$ cat src/shared/uis_pkg.sv
package uis_pkg;
	// identification codes, 6-bit field
	localparam logic [5:0] IID_NONE = 6'h01;
	localparam logic [5:0] IID_LSR = 6'h06;
	localparam logic [5:0] IID_RTO = 6'h0c;
	localparam logic [5:0] IID_RXD = 6'h04;
	localparam logic [5:0] IID_THR = 6'h02;
	localparam logic [5:0] IID_MSR = 6'h00;
	localparam logic [5:0] IID_IOP = 6'h0e;
	localparam logic [5:0] IID_XOF = 6'h10;
	localparam logic [5:0] IID_HSK = 6'h20;
	// interrupt enable, enhanced feature and line control field positions
	localparam int IE_RXD = 0;
	localparam int IE_THR = 1;
	localparam int IE_LSR = 2;
	localparam int IE_MSR = 3;
	localparam int IE_SLEEP = 4;
	localparam int IE_XOF = 5;
	localparam int IE_HSK = 6;
	localparam int EF_ENH = 4;
	localparam int LC_BRK = 6;
	// time-out in character times; bit times per char are an input
	localparam logic [2:0] RTO_CHARS = 3'h4;
	localparam logic [5:0] RESET_IID = 6'h01;
	localparam logic [7:0] RESET_LSR = 8'h60;
	localparam int GPIO_N = 8;
	typedef enum logic [1:0] {
		UIS_AWAKE = 2'b00,
		UIS_ASLEEP = 2'b01
	} uis_pwr_t;
endpackage : uis_pkg

$ cat src/core/uis_irq_core.sv
// Overview of operation
// - after reset tx, rts high, irq idle
// - eight enabled sources drive active-low irq
// - id field reads 00 0001 when idle
// - line status: priority 1, code 06
// - receive time-out: priority 2, code 0c
// - receive data: priority 2, code 04
// - transmit holding: priority 3, code 02
// - modem change: priority 4, code 00
// - io input change: priority 5, code 0e
// - flow-stop/special char: priority 6, code 10
// - rts/cts low-to-high: priority 7, code 20
// - fifo error flag while errors remain
// - head char status, zero when empty
// - flow-stop cleared by resume; special char by ident read
// - ier[3:0] zero gives polled mode
// - sleep needs enhanced bit and ier bit
// - sleep only when idle and empty
// - sleep stops clock; wake on activity
// - time-out after four character times
// - break: rx low beyond character time
// - break bit forces tx low
// - flow-stop flag gated by its enable
`timescale 1ns/1ps
`default_nettype none
module uis_irq_core (
	input wire logic i_ref_clk,
	input wire logic i_sys_rst,
	input wire logic [7:0] i_interrupt_enable_reg,
	input wire logic [uis_pkg::GPIO_N-1:0] i_io_pin_irq_enable_reg,
	input wire logic [uis_pkg::GPIO_N-1:0] i_io_dir_out,
	input wire logic [7:0] i_enhanced_features_reg,
	input wire logic [7:0] i_line_control_reg,
	input wire logic i_fifo_en,
	input wire logic i_ident_rd,
	input wire logic i_rx_fifo_rd,
	input wire logic i_rx_empty,
	input wire logic i_rx_above_trig,
	input wire logic [2:0] i_head_status,
	input wire logic i_err_in_fifo,
	input wire logic i_overrun,
	input wire logic i_rx_stop_center,
	input wire logic i_rx_in,
	input wire logic i_bit_tick,
	input wire logic [3:0] i_char_bits,
	input wire logic i_tx_data,
	input wire logic i_tx_trig,
	input wire logic i_tx_empty,
	input wire logic i_tx_fifo_wr,
	input wire logic [3:0] i_modem_in,
	input wire logic [uis_pkg::GPIO_N-1:0] i_io_in,
	input wire logic i_xoff_det,
	input wire logic i_xon_det,
	input wire logic i_special_det,
	input wire logic i_rts_n,
	input wire logic i_cts_n,
	output logic o_irq_n,
	output logic o_irq_oe,
	output logic [5:0] o_interrupt_ident_reg,
	output logic [7:0] o_line_status_reg,
	output logic o_tx_out,
	output logic o_rts_n,
	output logic [uis_pkg::GPIO_N-1:0] o_io_oe,
	output logic o_sleeping,
	output logic o_clk_run
);
	import uis_pkg::*;

	//--------------------------------------------------
	// source latches
	//--------------------------------------------------
	logic [3:0] modem_d_reg;
	logic [GPIO_N-1:0] io_d_reg;
	logic rts_d_reg, cts_d_reg, rx_d_reg;
	logic msr_pend_reg, io_pend_reg, hsk_pend_reg;
	logic xof_flow_reg, xof_spec_reg, thr_pend_reg, tx_data_d_reg;
	logic modem_chg, io_chg, hsk_rise;
	logic [GPIO_N-1:0] io_bit_chg;
	genvar g;

	generate
		for (g = 0; g < GPIO_N; g++) begin : g_io
			assign io_bit_chg[g] = (io_d_reg[g] ^ i_io_in[g]) &
				~i_io_dir_out[g] & i_io_pin_irq_enable_reg[g];
		end
	endgenerate

	assign modem_chg = |(modem_d_reg ^ i_modem_in);
	assign io_chg = |io_bit_chg;
	assign hsk_rise = (~rts_d_reg & i_rts_n) | (~cts_d_reg & i_cts_n);

	// pin delay regs start at idle levels so reset makes no false pin edge; tx_data_d_reg starts low, so a high i_tx_data reads as an edge
	always_ff @(posedge i_ref_clk or posedge i_sys_rst) begin
		if (i_sys_rst) begin
			modem_d_reg <= 4'hf;
			io_d_reg <= '0;
			rts_d_reg <= 1'b1;
			cts_d_reg <= 1'b1;
			rx_d_reg <= 1'b1;
			tx_data_d_reg <= 1'b0;
		end else begin
			modem_d_reg <= i_modem_in;
			io_d_reg <= i_io_in;
			rts_d_reg <= i_rts_n;
			cts_d_reg <= i_cts_n;
			rx_d_reg <= i_rx_in;
			tx_data_d_reg <= i_tx_data;
		end
	end

	// sticky events cleared by an ident read; set wins over clear
	always_ff @(posedge i_ref_clk or posedge i_sys_rst) begin
		if (i_sys_rst) begin
			msr_pend_reg <= 1'b0;
			io_pend_reg <= 1'b0;
			hsk_pend_reg <= 1'b0;
			xof_spec_reg <= 1'b0;
		end else begin
			msr_pend_reg <= modem_chg | (msr_pend_reg & ~i_ident_rd);
			io_pend_reg <= io_chg | (io_pend_reg & ~i_ident_rd);
			hsk_pend_reg <= hsk_rise | (hsk_pend_reg & ~i_ident_rd);
			xof_spec_reg <= i_special_det |
				(xof_spec_reg & ~i_ident_rd);
		end
	end

	// flow-stop from flow characters clears only on resume
	always_ff @(posedge i_ref_clk or posedge i_sys_rst) begin
		if (i_sys_rst)
			xof_flow_reg <= 1'b0;
		else
			xof_flow_reg <= i_xoff_det | (xof_flow_reg & ~i_xon_det);
	end

	// transmit holding: raised on becoming ready, dropped by read or write
	always_ff @(posedge i_ref_clk or posedge i_sys_rst) begin
		if (i_sys_rst)
			thr_pend_reg <= 1'b0;
		else if (i_tx_data & ~tx_data_d_reg)
			thr_pend_reg <= 1'b1;
		else if (i_ident_rd | i_tx_fifo_wr)
			thr_pend_reg <= 1'b0;
	end

	//--------------------------------------------------
	// receive time-out and break timers
	//--------------------------------------------------
	logic [5:0] rto_cnt_reg, brk_cnt_reg;
	logic rto_pend_reg, brk_det_reg;
	logic [5:0] rto_limit;
	logic rx_idle;

	assign rto_limit = 6'(i_char_bits * RTO_CHARS);
	assign rx_idle = i_rx_in & (brk_cnt_reg == 6'h00);

	always_ff @(posedge i_ref_clk or posedge i_sys_rst) begin
		if (i_sys_rst) begin
			rto_cnt_reg <= '0;
			rto_pend_reg <= 1'b0;
		end else if (i_rx_stop_center | i_rx_fifo_rd | i_rx_empty) begin
			rto_cnt_reg <= '0;
			rto_pend_reg <= 1'b0;
		end else if (i_bit_tick & ~rto_pend_reg & ~i_rx_above_trig) begin
			if (rto_cnt_reg + 6'h01 >= rto_limit)
				rto_pend_reg <= 1'b1;
			rto_cnt_reg <= rto_cnt_reg + 6'h01;
		end
	end

	// break: low for longer than a whole framed character
	always_ff @(posedge i_ref_clk or posedge i_sys_rst) begin
		if (i_sys_rst) begin
			brk_cnt_reg <= '0;
			brk_det_reg <= 1'b0;
		end else if (i_rx_in) begin
			brk_cnt_reg <= '0;
			brk_det_reg <= 1'b0;
		// saturate: a line stuck low must not wrap and re-arm
		end else if (i_bit_tick && brk_cnt_reg != 6'h3f) begin
			brk_cnt_reg <= brk_cnt_reg + 6'h01;
			if (brk_cnt_reg >= {2'b00, i_char_bits})
				brk_det_reg <= 1'b1;
		end
	end

	//--------------------------------------------------
	// priority encoder
	//--------------------------------------------------
	logic [7:0] interrupt_enable_reg;
	logic lsr_act, rto_act, rxd_act, thr_act, msr_act, xof_act, hsk_act;
	logic io_act, other_act;
	logic any_act;
	logic [5:0] iid_next;

	assign interrupt_enable_reg = i_interrupt_enable_reg;
	assign lsr_act = interrupt_enable_reg[IE_LSR] & (i_err_in_fifo | i_overrun |
		brk_det_reg);
	assign rto_act = interrupt_enable_reg[IE_RXD] & rto_pend_reg;
	assign rxd_act = interrupt_enable_reg[IE_RXD] & (i_fifo_en ? i_rx_above_trig :
		~i_rx_empty);
	assign thr_act = interrupt_enable_reg[IE_THR] & thr_pend_reg &
		(i_fifo_en ? i_tx_trig : i_tx_data);
	assign msr_act = interrupt_enable_reg[IE_MSR] & msr_pend_reg;
	assign xof_act = interrupt_enable_reg[IE_XOF] & (xof_flow_reg | xof_spec_reg);
	assign hsk_act = interrupt_enable_reg[IE_HSK] & hsk_pend_reg;
	// io stops asserting, pending or not, once no input pin has its enable set
	assign io_act = io_pend_reg &
		|(i_io_pin_irq_enable_reg & ~i_io_dir_out);

	always_comb begin
		// lowest priority number wins
		iid_next = IID_NONE;
		if (lsr_act) iid_next = IID_LSR;
		else if (rto_act) iid_next = IID_RTO;
		else if (rxd_act) iid_next = IID_RXD;
		else if (thr_act) iid_next = IID_THR;
		else if (msr_act) iid_next = IID_MSR;
		else if (io_act) iid_next = IID_IOP;
		else if (xof_act) iid_next = IID_XOF;
		else if (hsk_act) iid_next = IID_HSK;
	end

	// polled mode: all ier[3:0] clear leaves those sources silent
	assign any_act = iid_next != IID_NONE;

	// thr alone may stay pending across sleep; any other source blocks it
	assign other_act = lsr_act | rto_act | rxd_act | msr_act | io_act |
		xof_act | hsk_act;

	always_ff @(posedge i_ref_clk or posedge i_sys_rst) begin
		if (i_sys_rst) begin
			o_interrupt_ident_reg <= RESET_IID;
			o_irq_n <= 1'b1;
			o_irq_oe <= 1'b0;
		end else begin
			o_interrupt_ident_reg <= iid_next;
			o_irq_n <= ~any_act;
			o_irq_oe <= any_act;
		end
	end

	//--------------------------------------------------
	// line status
	//--------------------------------------------------
	always_ff @(posedge i_ref_clk or posedge i_sys_rst) begin
		if (i_sys_rst)
			o_line_status_reg <= RESET_LSR;
		else begin
			o_line_status_reg[7] <= i_err_in_fifo;
			o_line_status_reg[6] <= i_tx_empty;
			o_line_status_reg[5] <= i_tx_data;
			o_line_status_reg[4:2] <= i_rx_empty ? 3'h0 : i_head_status;
			o_line_status_reg[1] <= i_overrun;
			o_line_status_reg[0] <= ~i_rx_empty;
		end
	end

	//--------------------------------------------------
	// sleep
	//--------------------------------------------------
	uis_pwr_t pwr_reg;
	logic sleep_ok, wake;

	assign sleep_ok = i_enhanced_features_reg[EF_ENH] & interrupt_enable_reg[IE_SLEEP];
	assign wake = (rx_d_reg ^ i_rx_in) | modem_chg | i_tx_fifo_wr;

	always_ff @(posedge i_ref_clk or posedge i_sys_rst) begin
		if (i_sys_rst)
			pwr_reg <= UIS_AWAKE;
		else begin
			case (pwr_reg)
				UIS_AWAKE: begin
					if (sleep_ok && rx_idle && i_tx_empty && i_rx_empty &&
						!other_act && !wake)
						pwr_reg <= UIS_ASLEEP;
				end
				UIS_ASLEEP: begin
					if (wake || !sleep_ok)
						pwr_reg <= UIS_AWAKE;
				end
				default: pwr_reg <= UIS_AWAKE;
			endcase
		end
	end

	//--------------------------------------------------
	// output pins
	//--------------------------------------------------

	always_ff @(posedge i_ref_clk or posedge i_sys_rst) begin
		if (i_sys_rst) begin
			o_tx_out <= 1'b1;
			o_rts_n <= 1'b1;
			o_io_oe <= '0;
		end else begin
			o_tx_out <= ~i_line_control_reg[LC_BRK] & i_tx_data;
			o_rts_n <= i_rts_n;
			o_io_oe <= i_io_dir_out;
		end
	end

	// divisor writes while asleep are the host's to avoid
	assign o_sleeping = pwr_reg == UIS_ASLEEP;
	assign o_clk_run = pwr_reg != UIS_ASLEEP;
endmodule : uis_irq_core
`default_nettype wire

$ cat config.mk
export PLATFORM = sky130hd
export DESIGN_NAME = uis_irq_core
export DESIGN_NICKNAME = d
export VERILOG_FILES = /design/src/shared/uis_pkg.sv /design/src/core/uis_irq_core.sv
export SDC_FILE = /design/constraint.sdc
export NUM_CORES = 1
export LEC_CHECK = 0
export ABC_CLOCK_PERIOD_IN_PS = 2700
export BUFFER_PORTS_ARGS = -buffer_cell sky130_fd_sc_hd__buf_2
export CORE_AREA = 3 3 92 94
export DETAILED_ROUTE_END_ITERATION = 10
export DIE_AREA = 0 0 95 97
export HOLD_SLACK_MARGIN = 0.1
export PLACE_DENSITY_LB_ADDON = 0.08
export REMOVE_ABC_BUFFERS = 1
export SYNTH_ARGS = -nofsm -noshare
export SYNTH_HDL_FRONTEND = slang
export SYNTH_SLANG_ARGS = --single-unit
$ cat constraint.sdc
create_clock -name i_ref_clk -period 2.7 [get_ports i_ref_clk]
set_input_delay 0.81 -clock i_ref_clk [delete_from_list [all_inputs] [get_ports i_ref_clk]]
set_output_delay 0.81 -clock i_ref_clk [all_outputs]
set_load 0.01 [all_outputs]
# [Word level (Yosys, flattened, before mapping)]
# Cells that the tools add are included.
[classes] addsub=2 magnitude_cmp=2 eq_ne=6 n_mux=26 n_bitwise=88 reduce_logical=23
[ops] cell="2-to-1 mux 6 bit" n=12
[ops] cell="bitwise AND 1 bit" n=38
[ops] cell="bitwise OR 1 bit" n=20
[ops] cell="inverter 1 bit" n=18
[ops] cell="OR reduction 8 bit" n=2
[ops] cell="adder 6 x 1 -> 6 bit, second input constant" n=2
[ops] cell="2-to-1 mux 1 bit" n=10
[ops] cell="nonzero test 2 bit" n=5
[ops] cell="bitwise XOR 1 bit" n=9
[ops] cell="bitwise AND 8 bit" n=1
[ops] cell="inverter 8 bit" n=1
[ops] cell=">= comparator 6 x 4 -> 1 bit" n=1
[ops] cell=">= comparator 6 bit" n=1
[ops] cell="logical AND 1 bit" n=6
[ops] cell="logical NOT 6 bit" n=1
[ops] cell="!= test 6 x 1 -> 1 bit, second input constant" n=1
[ops] cell="!= test 6 bit, second input constant" n=1
[ops] cell="AND reduction 2 bit" n=3
[ops] cell="2-to-1 mux 2 bit" n=2
[ops] cell="!= test 2 x 1 -> 1 bit, second input constant" n=2
[ops] cell="one-hot mux 2 bit (2 select lines)" n=1
[ops] cell="OR reduction 4 bit" n=1
[ops] cell="bitwise XOR 4 bit" n=1
[ops] cell="logical NOT 1 bit" n=3
[ops] cell="5 further kinds" n=5
[word_totals] reg_bits=63 input_bits=80 out_inout_bits=28 word_cells=170

# [Longest topological paths before layout]
# Gate-level depths: netlist of the first run.
[depth] ltp_word=14 mapped_depth=9 mapped_depth_nobuf=9

# [Worst setup path after synthesis of the first run]
# No wires, ideal clock.
[synth_timing] path_kind="in2reg" from="input port i_io_pin_irq_enable_reg[4] (netlist bit)" to="register o_irq_oe" setup_ps=124 arrival_time_ps=2006 required_ps=2576 slack_ps=570 stages=5 path_buffers=0 cell_sequence="nor2b_4 -> or4_4 -> o21ai_4 -> nand3_2 -> or2_1"
[synth_via] elab_chain_cells=10
[synth_lines] element="from (decl)" line_no="uis_irq_core.sv:30" rtl="input wire logic [uis_pkg::GPIO_N-1:0] i_io_pin_irq_enable_reg,"
[synth_lines] element="bitwise AND 8 bit" line_no="uis_irq_core.sv:208" rtl="|(i_io_pin_irq_enable_reg & ~i_io_dir_out);"
[synth_lines] element="OR reduction 8 bit" line_no="uis_irq_core.sv:208"
[synth_lines] element="bitwise AND 1 bit" line_no="uis_irq_core.sv:207" rtl="assign io_act = io_pend_reg &"
[synth_lines] element="2-to-1 mux 6 bit" line_no="uis_irq_core.sv:218" rtl="else if (io_act) iid_next = IID_IOP;"
[synth_lines] element="2-to-1 mux 6 bit" line_no="uis_irq_core.sv:217" rtl="else if (msr_act) iid_next = IID_MSR;"
[synth_lines] element="2-to-1 mux 6 bit" line_no="uis_irq_core.sv:216" rtl="else if (thr_act) iid_next = IID_THR;"
[synth_lines] element="2-to-1 mux 6 bit" line_no="uis_irq_core.sv:215" rtl="else if (rxd_act) iid_next = IID_RXD;"
[synth_lines] element="2-to-1 mux 6 bit" line_no="uis_irq_core.sv:214" rtl="else if (rto_act) iid_next = IID_RTO;"
[synth_lines] element="2-to-1 mux 6 bit" line_no="uis_irq_core.sv:213" rtl="if (lsr_act) iid_next = IID_LSR;"
[synth_lines] element="!= test 6 x 1 -> 1 bit" line_no="uis_irq_core.sv:224" rtl="assign any_act = iid_next != IID_NONE;"
[synth_lines] element="named net any_act" line_no="uis_irq_core.sv:192" rtl="logic any_act;"
[synth_lines] element="to (signal assigned)" line_no="uis_irq_core.sv:238" rtl="o_irq_oe <= any_act;"
[synth_lines] element="to (decl)" line_no="uis_irq_core.sv:58" rtl="output logic o_irq_oe,"
# The timed path passes the listed nets, and every way through them passes these cells.
# A chain may end at the register's enable or synchronous reset.

# [Worst setup path in the final report of the first run]
[layout_timing] from="input port i_io_pin_irq_enable_reg[6] (netlist bit)" to="register o_irq_oe"
# Same word-level chain as after synthesis.

==> out/results.tsv, run 1 <==
stage	metric	value	unit
run_status	status	complete, no violations	
critical_path	reg2reg_setup_slack	0.98	ns
worst_hold_path	hold_start	tx_data_d_reg	
yosys	synthTopCellsByArea	dfrtp_1 (47%), dfstp_2 (12%), xor2_1 (6.2%)	
detailed_routing	viasPerCell	4.500	
critical_path	required	2.92	ns
cts	h-tree-depth	3	
critical_path	worstPathMaxFanout	5	
yosys	synth_seq_area_share	58.64	%
power	peakVddDrop	0.2834	mV
worst_hold_path	holdPathStages	1	
sta	fin_crit_sh	73.47	%
finish	num_antenna_cells	0	
die	start_util	34.57	%
finish	final_area	3492	µm²
detailed_routing	drc	0	
yosys	synth_edf_count	0	
detailed_routing	drtIter0Drc	45	
critical_path	worstPathCellList	buf_2 > nor2b_1 > or4_4 > o21ai_4 > nand3_2 > or2_1	
detailed_routing	post_drt_wl_per_cell	12.93	µm
sta	fmax	504.1	MHz
detailed_routing	antenna_left	0	
critical_path	crit_arrival	2.21	ns
critical_path	slowest_stage	or4_4	
critical_path	max_stage_delay	0.55	ns
critical_path	rr_endpoint	brk_cnt_reg[5]	
finish	drive_gt1_share	38.92	%
cts	clock_sinks	62	
critical_path	crit_buf_inv	1	
grt	grt_start_max_net_pins	63	
sta	finalSetupViolCount	0	
worst_hold_path	holdPathEnd	thr_pend_reg	
sta	slew_violations	0	
finish	nets	421	
die	num_io_pins	108	
cts	clock_latency	0.33	ns
cts	cts_tree	built	
sta	worst_hold_slack	0.4216	ns
sta	max_slew.worst_pin.slew	0.4714	ns
cts	cts.clk_slew.worst_paths	0.07	ns
grt	grt_pass1_wl	9.418	mm
grt	antenna_found_initial	0	
die	fp.dieH	97	µm
yosys	synth_area	2671	µm²
cts	cts_resized	0	
cts	holdBufCountCts	0	
detailed_routing	drt_pre_antenna_iters	4	
sta	final_hold_viol_count	0	
cts	cts_buffer_depth	2	
cts	cts_buffers	9	
yosys	async_reset_ff_share	100.0	%
critical_path	critPathCaptureType	flip-flop	
detailed_routing	vias	1962	
sta	fin_tns_setup	0	ns
sta	period_needed	1.984	ns
yosys	yosysWarnings	0	
placed_design	port_buffers	92	
sta	clock-skew-final	0.006490	ns
grt	grt_overflow	0	
yosys	yosysTopAreaCell	dfrtp_1	
cts	post_cts_buffers	0	
finish	seqCellArea	1567	µm²
die	fp-row-count	32	
finish	stdcell_count	436	
finish	multi_input_area	1040	µm²
sta	slew_headroom	68.44	%
critical_path	r2r-start	brk_cnt_reg[0]	
placed_design	dpl.cell_count	420	
grt	grt_pass1_vias	2082	
placed_design	place_congestion	0.7759	
flow_run	drv_cap	0	
die	dieWidth	95	µm
finish	area_growth_syn_to_layout	30.73	%
sta	rsz0062_at_grt	false	
yosys	synth_cells	226	
worst_hold_path	hp-class	reg2reg	
critical_path	worstSetupStartpointType	input port	
yosys	synth_cell_types	44	
grt	track_usage	13.37	%
placed_design	placed_cell_area	3278	µm²
yosys	synth_flop_cell	dfrtp_1	
detailed_routing	routed_wl	5.637	mm
die	die-area	9215	µm²
critical_path	ff2ff_path_depth	6	
finish	fill_cells	771	
yosys	syn_area_per_cell	11.82	µm²
yosys	synth_top_cell_area_share	46.84	%
yosys	yosys_register_bits	62	
power	p_leak	1.698	nW
critical_path	crit_type	in2reg	
die	core	7727	µm²
critical_path	critPathTopFamily	simple AND/OR/NAND/NOR gates	
power	powerDensity	603.1	nW/µm²
cts	cts-root-buf	clkbuf_8	
placed_design	hpwl	4.296	mm
[cells in the mapped netlist (2+ instances only)]
| master | n |
|---|---|
| a21oi_1 | 4 |
| nor4b_1 | 2 |
| nand2_1 | 15 |
| or4_4 | 2 |
| nor2_1 | 22 |
| nor4_1 | 2 |
| ha_1 | 12 |
| inv_1 | 15 |
| dfstp_2 | 12 |
| nor3b_2 | 2 |
| nor2b_1 | 11 |
| nor3_1 | 3 |
| nand3_1 | 4 |
| o21ai_1 | 2 |
| o21ai_0 | 9 |
| mux2i_1 | 2 |
| a21o_1 | 2 |
| nand4_1 | 4 |
| xor2_1 | 19 |
| a221o_1 | 2 |
| xnor2_1 | 8 |
| dfrtp_1 | 50 |
[logic make-up after synthesis]
family / after synthesis / share of synthesized area [%]
flops: 62 / 58.64
fa+ha+maj: 12 / 5.620
xor+xnor: 27 / 8.853
mux: 2 / 0.7494
simple gates: 76 / 15.97
compound gates: 30 / 7.729
buf+inv: 17 / 2.435
[worst max path at each step]
| stage | startpoint | slack [ns] | cells after the start | to |
|---|---|---|---|---|
| floorplan | i_sys_rst | 0.37 | 1 | brk_cnt_reg[0] |
| global placement | i_io_pin_irq_enable_reg[6] | 0.35 | 6 | o_irq_oe |
| detailed placement | i_io_pin_irq_enable_reg[6] | 0.35 | 6 | o_irq_oe |
| CTS | i_io_pin_irq_enable_reg[6] | 0.72 | 6 | o_irq_oe |
| global route | i_io_pin_irq_enable_reg[2] | 0.68 | 6 | o_irq_oe |
| finish | i_io_pin_irq_enable_reg[6] | 0.72 | 6 | o_irq_oe |
[cell usage in the layout, fill, tap and decap left out, types with 2 or more instances in the layout]
| cell type | netlist | routed |
|---|---|---|
| nand2_1 | 15 | 15 |
| dfstp_2 | 12 | 12 |
| nor4_1 | 2 | 2 |
| o21ai_0 | 9 | 9 |
| clkinv_2 | 0 | 2 |
| nor2b_1 | 11 | 11 |
| clkbuf_8 | 0 | 9 |
| xor2_1 | 19 | 19 |
| nor2_1 | 22 | 22 |
| or4_4 | 2 | 2 |
| nor3b_2 | 2 | 2 |
| nor3_1 | 3 | 3 |
| o21ai_1 | 2 | 2 |
| buf_2 | 1 | 92 |
| inv_1 | 15 | 14 |
| nand3_1 | 4 | 4 |
| dfrtp_1 | 50 | 50 |
| a21o_1 | 2 | 2 |
| nor4b_1 | 2 | 2 |
| nand4_1 | 4 | 4 |
| bufinv_16 | 0 | 2 |
| a221o_1 | 2 | 2 |
| a21oi_1 | 4 | 4 |
| ha_1 | 12 | 12 |
| xnor2_1 | 8 | 8 |
| mux2i_1 | 2 | 2 |
[final cells by class]
type	instances	area share [%]
clock inverters	6	2.472
flip-flops and latches	62	44.86
well taps	102	3.655
multi-input cells	147	29.77
repair buffers	94	13.97
clock buffers	10	3.655
inverters	15	1.612
[report_power, final]
part           switching, mW  total, mW  internal [mW]  leakage [nW]
registers             0.0189      0.997          0.978         0.741
logic                  0.120      0.224          0.104         0.851
clock network          0.367      0.885          0.518         0.106
total                  0.506       2.11           1.60          1.70
[stage by stage]
stage                     setup slack (ns)  power [mW]  util (%)
after floorplan                     0.3685       1.130         -
after global placement              0.3470       1.242     42.42
after detailed placement            0.3482       1.245     42.42
after CTS                           0.7174       2.141     45.19
after global routing                0.6750       2.209     45.19
final                               0.7164       2.106     45.19
[routing by layer]
layer	share of wire [%]	up-vias	GRT usage [%]	wire length, µm
met1	43	919	16.36	2442
met5	0	-	0	0
met3	6.5	8	4.510	365
met4	1.7	0	5.993	98
met2	48	63	21.10	2731
li1	-	972	-	-
(Power assumes the default switching activity.)
==> run 2, diff against run 1 <==
--- a/config.mk
+++ b/config.mk
@@ -5,7 +5,7 @@
 export SDC_FILE = /design/constraint.sdc
 export NUM_CORES = 1
 export LEC_CHECK = 0
-export ABC_CLOCK_PERIOD_IN_PS = 2700
+export ABC_CLOCK_PERIOD_IN_PS = 1800
 export BUFFER_PORTS_ARGS = -buffer_cell sky130_fd_sc_hd__buf_2
 export CORE_AREA = 3 3 92 94
 export DETAILED_ROUTE_END_ITERATION = 10
==> constraint.sdc (replaced) <==
create_clock -name i_ref_clk -period 1.8 [get_ports i_ref_clk]
set_input_delay 0.54 -clock i_ref_clk [delete_from_list [all_inputs] [get_ports i_ref_clk]]
set_output_delay 0.54 -clock i_ref_clk [all_outputs]
set_load 0.01 [all_outputs]
==> run 2 against run 1 <==
Compared with the run above: design area increased by 2.7%; critical path depth unchanged; sequential power increased by 50%; combinational power increased by 61%; worst hold slack got worse by 0.15 ns; clock skew increased by 0.0019 ns; routed wire length increased by 3.1%; sequential share of layout area decreased by 1.2 points; die area unchanged; cell count increased by 3.2%; global-route usage increased by 0.15 points; flip-flop and latch count unchanged; critical endpoint unchanged; largest cell class unchanged; largest power group unchanged.
==> out/results.tsv, run 2 (synthesized netlist as in run 1, its figures left out) <==
stage	metric	value	unit
run_status	status	complete, no violations	
cts	holdBufCountCts	0	
placed_design	port_buffers	92	
cts	cts_buffers	9	
critical_path	crit_type	in2reg	
critical_path	worstPathCellList	buf_2 > nor2b_1 > or4_4 > o21ai_4 > nand3_2 > or2_1	
die	dieWidth	95	µm
finish	mostFrequentLayoutCells	buf_2 (92), dfrtp_1 (50), nor2_1 (22), xor2_1 (19)	
cts	cts-root-buf	clkbuf_8	
critical_path	critPathCaptureType	flip-flop	
critical_path	r2r-start	brk_cnt_reg[5]	
critical_path	critical_path_depth	6	
sta	period_needed	1.712	ns
sta	fin_crit_sh	95.14	%
grt	antenna_found_initial	0	
sta	rsz0062_at_grt	false	
cts	h-tree-depth	3	
critical_path	crit_buf_inv	1	
worst_hold_path	hp-class	in2async	
sta	max_slew.worst_pin.slew	0.3527	ns
placed_design	place_congestion	0.7664	
power	p_leak	1.759	nW
critical_path	worstPathMaxFanout	5	
die	fp.dieH	97	µm
power	pwr-share-seq	48.8	%
cts	cts_buffer_depth	2	
finish	stdcell_count	450	
power	clock_power_share	39.4	%
grt	grt_pass1_wl	9.618	mm
grt	grt_overflow	0	
flow_run	drv_cap	0	
sta	clock-skew-final	0.008389	ns
placed_design	dpl.cell_count	433	
finish	num_antenna_cells	0	
detailed_routing	antenna_left	0	
grt	track_usage	13.52	%
critical_path	crit_arrival	1.93	ns
cts	cts.clk_slew.worst_paths	0.08	ns
power	p_int	2.315	mW
power	combPwrFrac	11.8	%
die	core	7727	µm²
finish	nets	435	
die	num_io_pins	108	
placed_design	post-place-ws	-0.2749	ns
grt	grt_pass1_vias	2068	
sta	fin_ws	0.08757	ns
finish	area_growth_syn_to_layout	34.24	%
critical_path	max_stage_delay	0.55	ns
placed_design	hpwl	4.411	mm
critical_path	worstSetupStartpointType	input port	
sta	finalSetupViolCount	0	
grt	grt_start_max_net_pins	63	
sta	fmax	584.0	MHz
detailed_routing	drt_pre_antenna_iters	4	
finish	final_common_cell	buf_2	
cts	clock_sinks	62	
power	peakVddDrop	0.6035	mV
sta	slew_headroom	75.88	%
detailed_routing	drtIter0Drc	55	
power	power	3.063	mW
critical_path	slowest_stage	or4_4	
detailed_routing	routed_wl	5.809	mm
detailed_routing	viasPerCell	4.431	
sta	slew_violations	0	
die	die-area	9215	µm²
die	start_util	34.57	%
finish	drive_gt1_share	41.67	%
power	p_sw_share	24.40	%
critical_path	required	2.01	ns
sta	worst_hold_slack	0.2669	ns
detailed_routing	post_drt_wl_per_cell	12.91	µm
finish	fill_cells	762	
cts	cts_tree	built	
cts	clock_latency	0.32	ns
power	powerDensity	854.0	nW/µm²
critical_path	ff2ff_path_depth	6	
power	switchingPower	0.7471	mW
critical_path	critPathTopFamily	simple AND/OR/NAND/NOR gates	
sta	final_hold_viol_count	0	
die	fp-row-count	32	
critical_path	startpoint	i_io_pin_irq_enable_reg[6]	
detailed_routing	vias	1994	
detailed_routing	drc	0	
## run 2: cell types whose count changed in the layout (fill, tap and decap cells not counted), sizes merged
cell    change
bufinv      -1
clkbuf      +2
clkinv      -1
buf        +14
## run 2: area by class of cell
| cell class | count | area [µm²] | share of cell area (%) |
|---|---|---|---|
| Sequential cell | 62 | 1567 | 43.68 |
| Tap cell | 102 | 127.6 | 3.559 |
| Inverter | 15 | 56.30 | 1.570 |
| Multi-Input combinational cell | 147 | 1050 | 29.27 |
| Clock inverter | 4 | 47.55 | 1.326 |
| Clock buffer | 12 | 145.1 | 4.047 |
| Timing Repair Buffer | 108 | 593.1 | 16.54 |
## run 2: final timing paths
| kind | slack, ns | to |
|---|---|---|
| setup reg to reg | 0.15 | pwr_reg[0] |
| max in group asynchronous | 1.21 | o_interrupt_ident_reg[0] |
| setup / recovery | 0.09 | o_irq_oe |
| hold / removal | 0.27 | io_d_reg[1] |
| hold reg to reg | 0.42 | thr_pend_reg |
| min in group i_ref_clk | 0.31 | cts_d_reg |
## run 2: what timing repair did
item / 4_1_cts / 5_1_grt
endpoints found under the hold margin: 0 / 0
endpoints found under the setup margin: 0 / 1
buffers inserted: 0 / 1
resized for setup: 0 / 3
## run 2: routing by layer
layer / global-route usage, % / routed length, µm / vias up
li1: - / - / 998
met1: 16.56 / 2454 / 925
met2: 21.75 / 2807 / 69
met3: 5.210 / 508 / 2
met4: 4.329 / 39 / 0
met5: 0 / 0 / -
## run 2: worst register-to-register path: stages (launching register included)
cell and delay (ns):
dfrtp_1 0.42, nor4b_1 0.32, buf_4 0.17, nand2_1 0.05
nor4_1 0.24, a31oi_1 0.13, nor4b_2 0.24
## run 2: power by group through the flow
stage	registers [mW]	clock network, mW	logic, mW
after floorplan	1.54	0	0.158
final	1.50	1.21	0.360
after CTS	1.50	1.25	0.369
after global placement	1.52	0	0.363
after detailed placement	1.52	0	0.367
after global routing	1.50	1.31	0.411
## run 2: metrics by stage
stage	TNS (ns)	cell area, µm²	util [%]
finish	0	3586	46.41
global route	0	3586	46.41
CTS	0	3568	46.18
detailed placement	-1.034	3376	43.69
global placement	-1.073	3376	43.69
floorplan	-13.15	2663	-
==> run 3, diff against run 2 <==
--- a/config.mk
+++ b/config.mk
@@ -7,9 +7,9 @@
 export LEC_CHECK = 0
 export ABC_CLOCK_PERIOD_IN_PS = 1800
 export BUFFER_PORTS_ARGS = -buffer_cell sky130_fd_sc_hd__buf_2
-export CORE_AREA = 3 3 92 94
+export CORE_AREA = 3 3 99 101
 export DETAILED_ROUTE_END_ITERATION = 10
-export DIE_AREA = 0 0 95 97
+export DIE_AREA = 0 0 102 104
 export HOLD_SLACK_MARGIN = 0.1
 export PLACE_DENSITY_LB_ADDON = 0.08
 export REMOVE_ABC_BUFFERS = 1
==> run 3 against run 2 <==
Compared with the run above: register-to-register slack worse by 0.06 ns; clock power up 7%; combinational power up 2%; count of clock-buffer cells in the layout up 1; worst hold slack worse by 0.013 ns; largest cell class unchanged; via count up 0.55%; core utilization down 6.6 points; power up 2.8%.
==> out/results.tsv, run 3 (synthesized netlist as in run 1, its figures left out) <==
stage	metric	value	unit
die	die-area	10610	µm²
flow_run	drv_cap	0	
sta	final_hold_viol_count	0	
finish	final_area	3625	µm²
finish	nets	436	
grt	grt_overflow	0	
die	fp.dieH	104	µm
detailed_routing	top_layer	met5	
die	num_io_pins	108	
detailed_routing	met3RoutedLength	400	µm
sta	slew_violations	0	
cts	cts.clk_slew.worst_paths	0.07	ns
critical_path	crit_type	reg2reg	
detailed_routing	drt_pre_antenna_iters	6	
power	power	3.148	mW
cts	cts_buffers	9	
sta	max_slew.worst_pin.slew	0.3990	ns
critical_path	required	2.01	ns
die	dieWidth	102	µm
finish	stdcell_count	460	
detailed_routing	drc	0	
detailed_routing	vias	2005	
cts	clock_sinks	62	
cts	cts-root-buf	clkbuf_8	
sta	slew_headroom	73.16	%
power	peakVddDrop	0.4820	mV
grt	track_usage	11.94	%
die	fp-row-count	35	
worst_hold_path	hp-class	in2async	
placed_design	port_buffers	92	
sta	period_needed	1.707	ns
cts	cts_tree	built	
detailed_routing	routed_wl	6.105	mm
die	core	9109	µm²
placed_design	dpl.cell_count	443	
detailed_routing	antenna_left	0	
detailed_routing	post_drt_wl_per_cell	13.27	µm
sta	fin_tns_setup	0	ns
placed_design	place_congestion	0.7398	
detailed_routing	viasPerCell	4.359	
detailed_routing	drt-met1-wl	2.816	mm
critical_path	crit_end	rto_pend_reg	
finish	drive_gt1_share	42.12	%
grt	grt_pass1_wl	9.853	mm
sta	fin_crit_sh	94.85	%
critical_path	rr_endpoint	rto_pend_reg	
power	powerDensity	868.4	nW/µm²
finish	final_common_cell	buf_2	
sta	clock-skew-final	0.005318	ns
critical_path	startpoint	rto_cnt_reg[0]	
critical_path	ff2ff_path_depth	8	
cts	clock_latency	0.33	ns
cts	h-tree-depth	3	
cts	cts_buffer_depth	2	
power	p_leak	1.776	nW
sta	finalSetupViolCount	0	
critical_path	reg2reg_setup_slack	0.09	ns
grt	grt_start_max_net_pins	63	
critical_path	worstSetupStartpointType	flip-flop	
sta	rsz0062_at_grt	true	
critical_path	critPathCaptureType	flip-flop	
detailed_routing	wl_met2	2.766	mm
critical_path	crit_arrival	1.92	ns
placed_design	placed_cell_area	3395	µm²
grt	grt_pass1_vias	2059	
detailed_routing	drtIter0Drc	26	
critical_path	worstPathMaxFanout	4	
grt	antenna_found_initial	1	
placed_design	hpwl	4.662	mm
critical_path	r2r-start	rto_cnt_reg[0]	
run_status	status	complete, no violations	
die	start_util	29.33	%
sta	fmax	585.7	MHz
finish	area_growth_syn_to_layout	35.69	%
finish	num_antenna_cells	0	
finish	mostFrequentLayoutCells	buf_2 (92), dfrtp_1 (50), nor2_1 (22), xor2_1 (19), buf_4 (16)	
[run 3: critical path: stages, from the launching register on]
cell      delay, ns
dfrtp_1        0.41
buf_4          0.15
ha_1           0.24
xnor2_1        0.14
ha_1           0.26
nand2_1        0.06
a21boi_0       0.07
o21ai_0        0.17
a21oi_1        0.09
[run 3: worst min path at each step]
| stage | start | to | slack, ns |
|---|---|---|---|
| floorplan | tx_data_d_reg | thr_pend_reg | 0.40 |
| global placement | tx_data_d_reg | thr_pend_reg | 0.41 |
| detailed placement | tx_data_d_reg | thr_pend_reg | 0.42 |
| CTS | i_sys_rst | io_d_reg[4] | 0.27 |
| global route | i_sys_rst | io_d_reg[1] | 0.28 |
| finish | i_sys_rst | rto_cnt_reg[2] | 0.25 |
[run 3: area by class of cell]
class / count / area (µm²)
fillers: 935 / 5484
clock buffers: 13 / 168.9
multi-input cells: 147 / 1051
clock inverters: 3 / 42.54
repair buffers: 109 / 600.6
inverters: 15 / 56.30
well taps: 111 / 138.9
flip-flops and latches: 62 / 1567
[run 3: routing by layer]
layer / vias up / GRT usage [%]
li1: 1002 / -
met1: 922 / 15.70
met4: 2 / 5.061
met5: - / 0
met3: 12 / 3.689
met2: 67 / 18.01
[run 3: repair_timing]
item | in CTS | in global routing
setup endpoints to repair | 0 | 2
hold buffers | 0 | 0
resized for setup | 0 | 2
buffers inserted | 0 | 1
[run 3: where the power goes]
| group | switching, mW | leakage [nW] | total [mW] | internal (mW) |
|---|---|---|---|---|
| Combinational | 0.189 | 0.929 | 0.366 | 0.177 |
| Clock | 0.536 | 0.106 | 1.29 | 0.752 |
| Sequential | 0.0263 | 0.741 | 1.49 | 1.47 |
[run 3: per-stage QoR]
| step | util (%) | hold slack [ns] | setup slack, ns |
|---|---|---|---|
| floorplan | - | 0.3996 | -0.2615 |
| global placement | 37.27 | 0.4091 | -0.2170 |
| detailed placement | 37.27 | 0.4166 | -0.2169 |
| CTS | 39.59 | 0.2664 | 0.04938 |
| global route | 39.79 | 0.2773 | -0.1132 |
| finish | 39.79 | 0.2544 | 0.09275 |
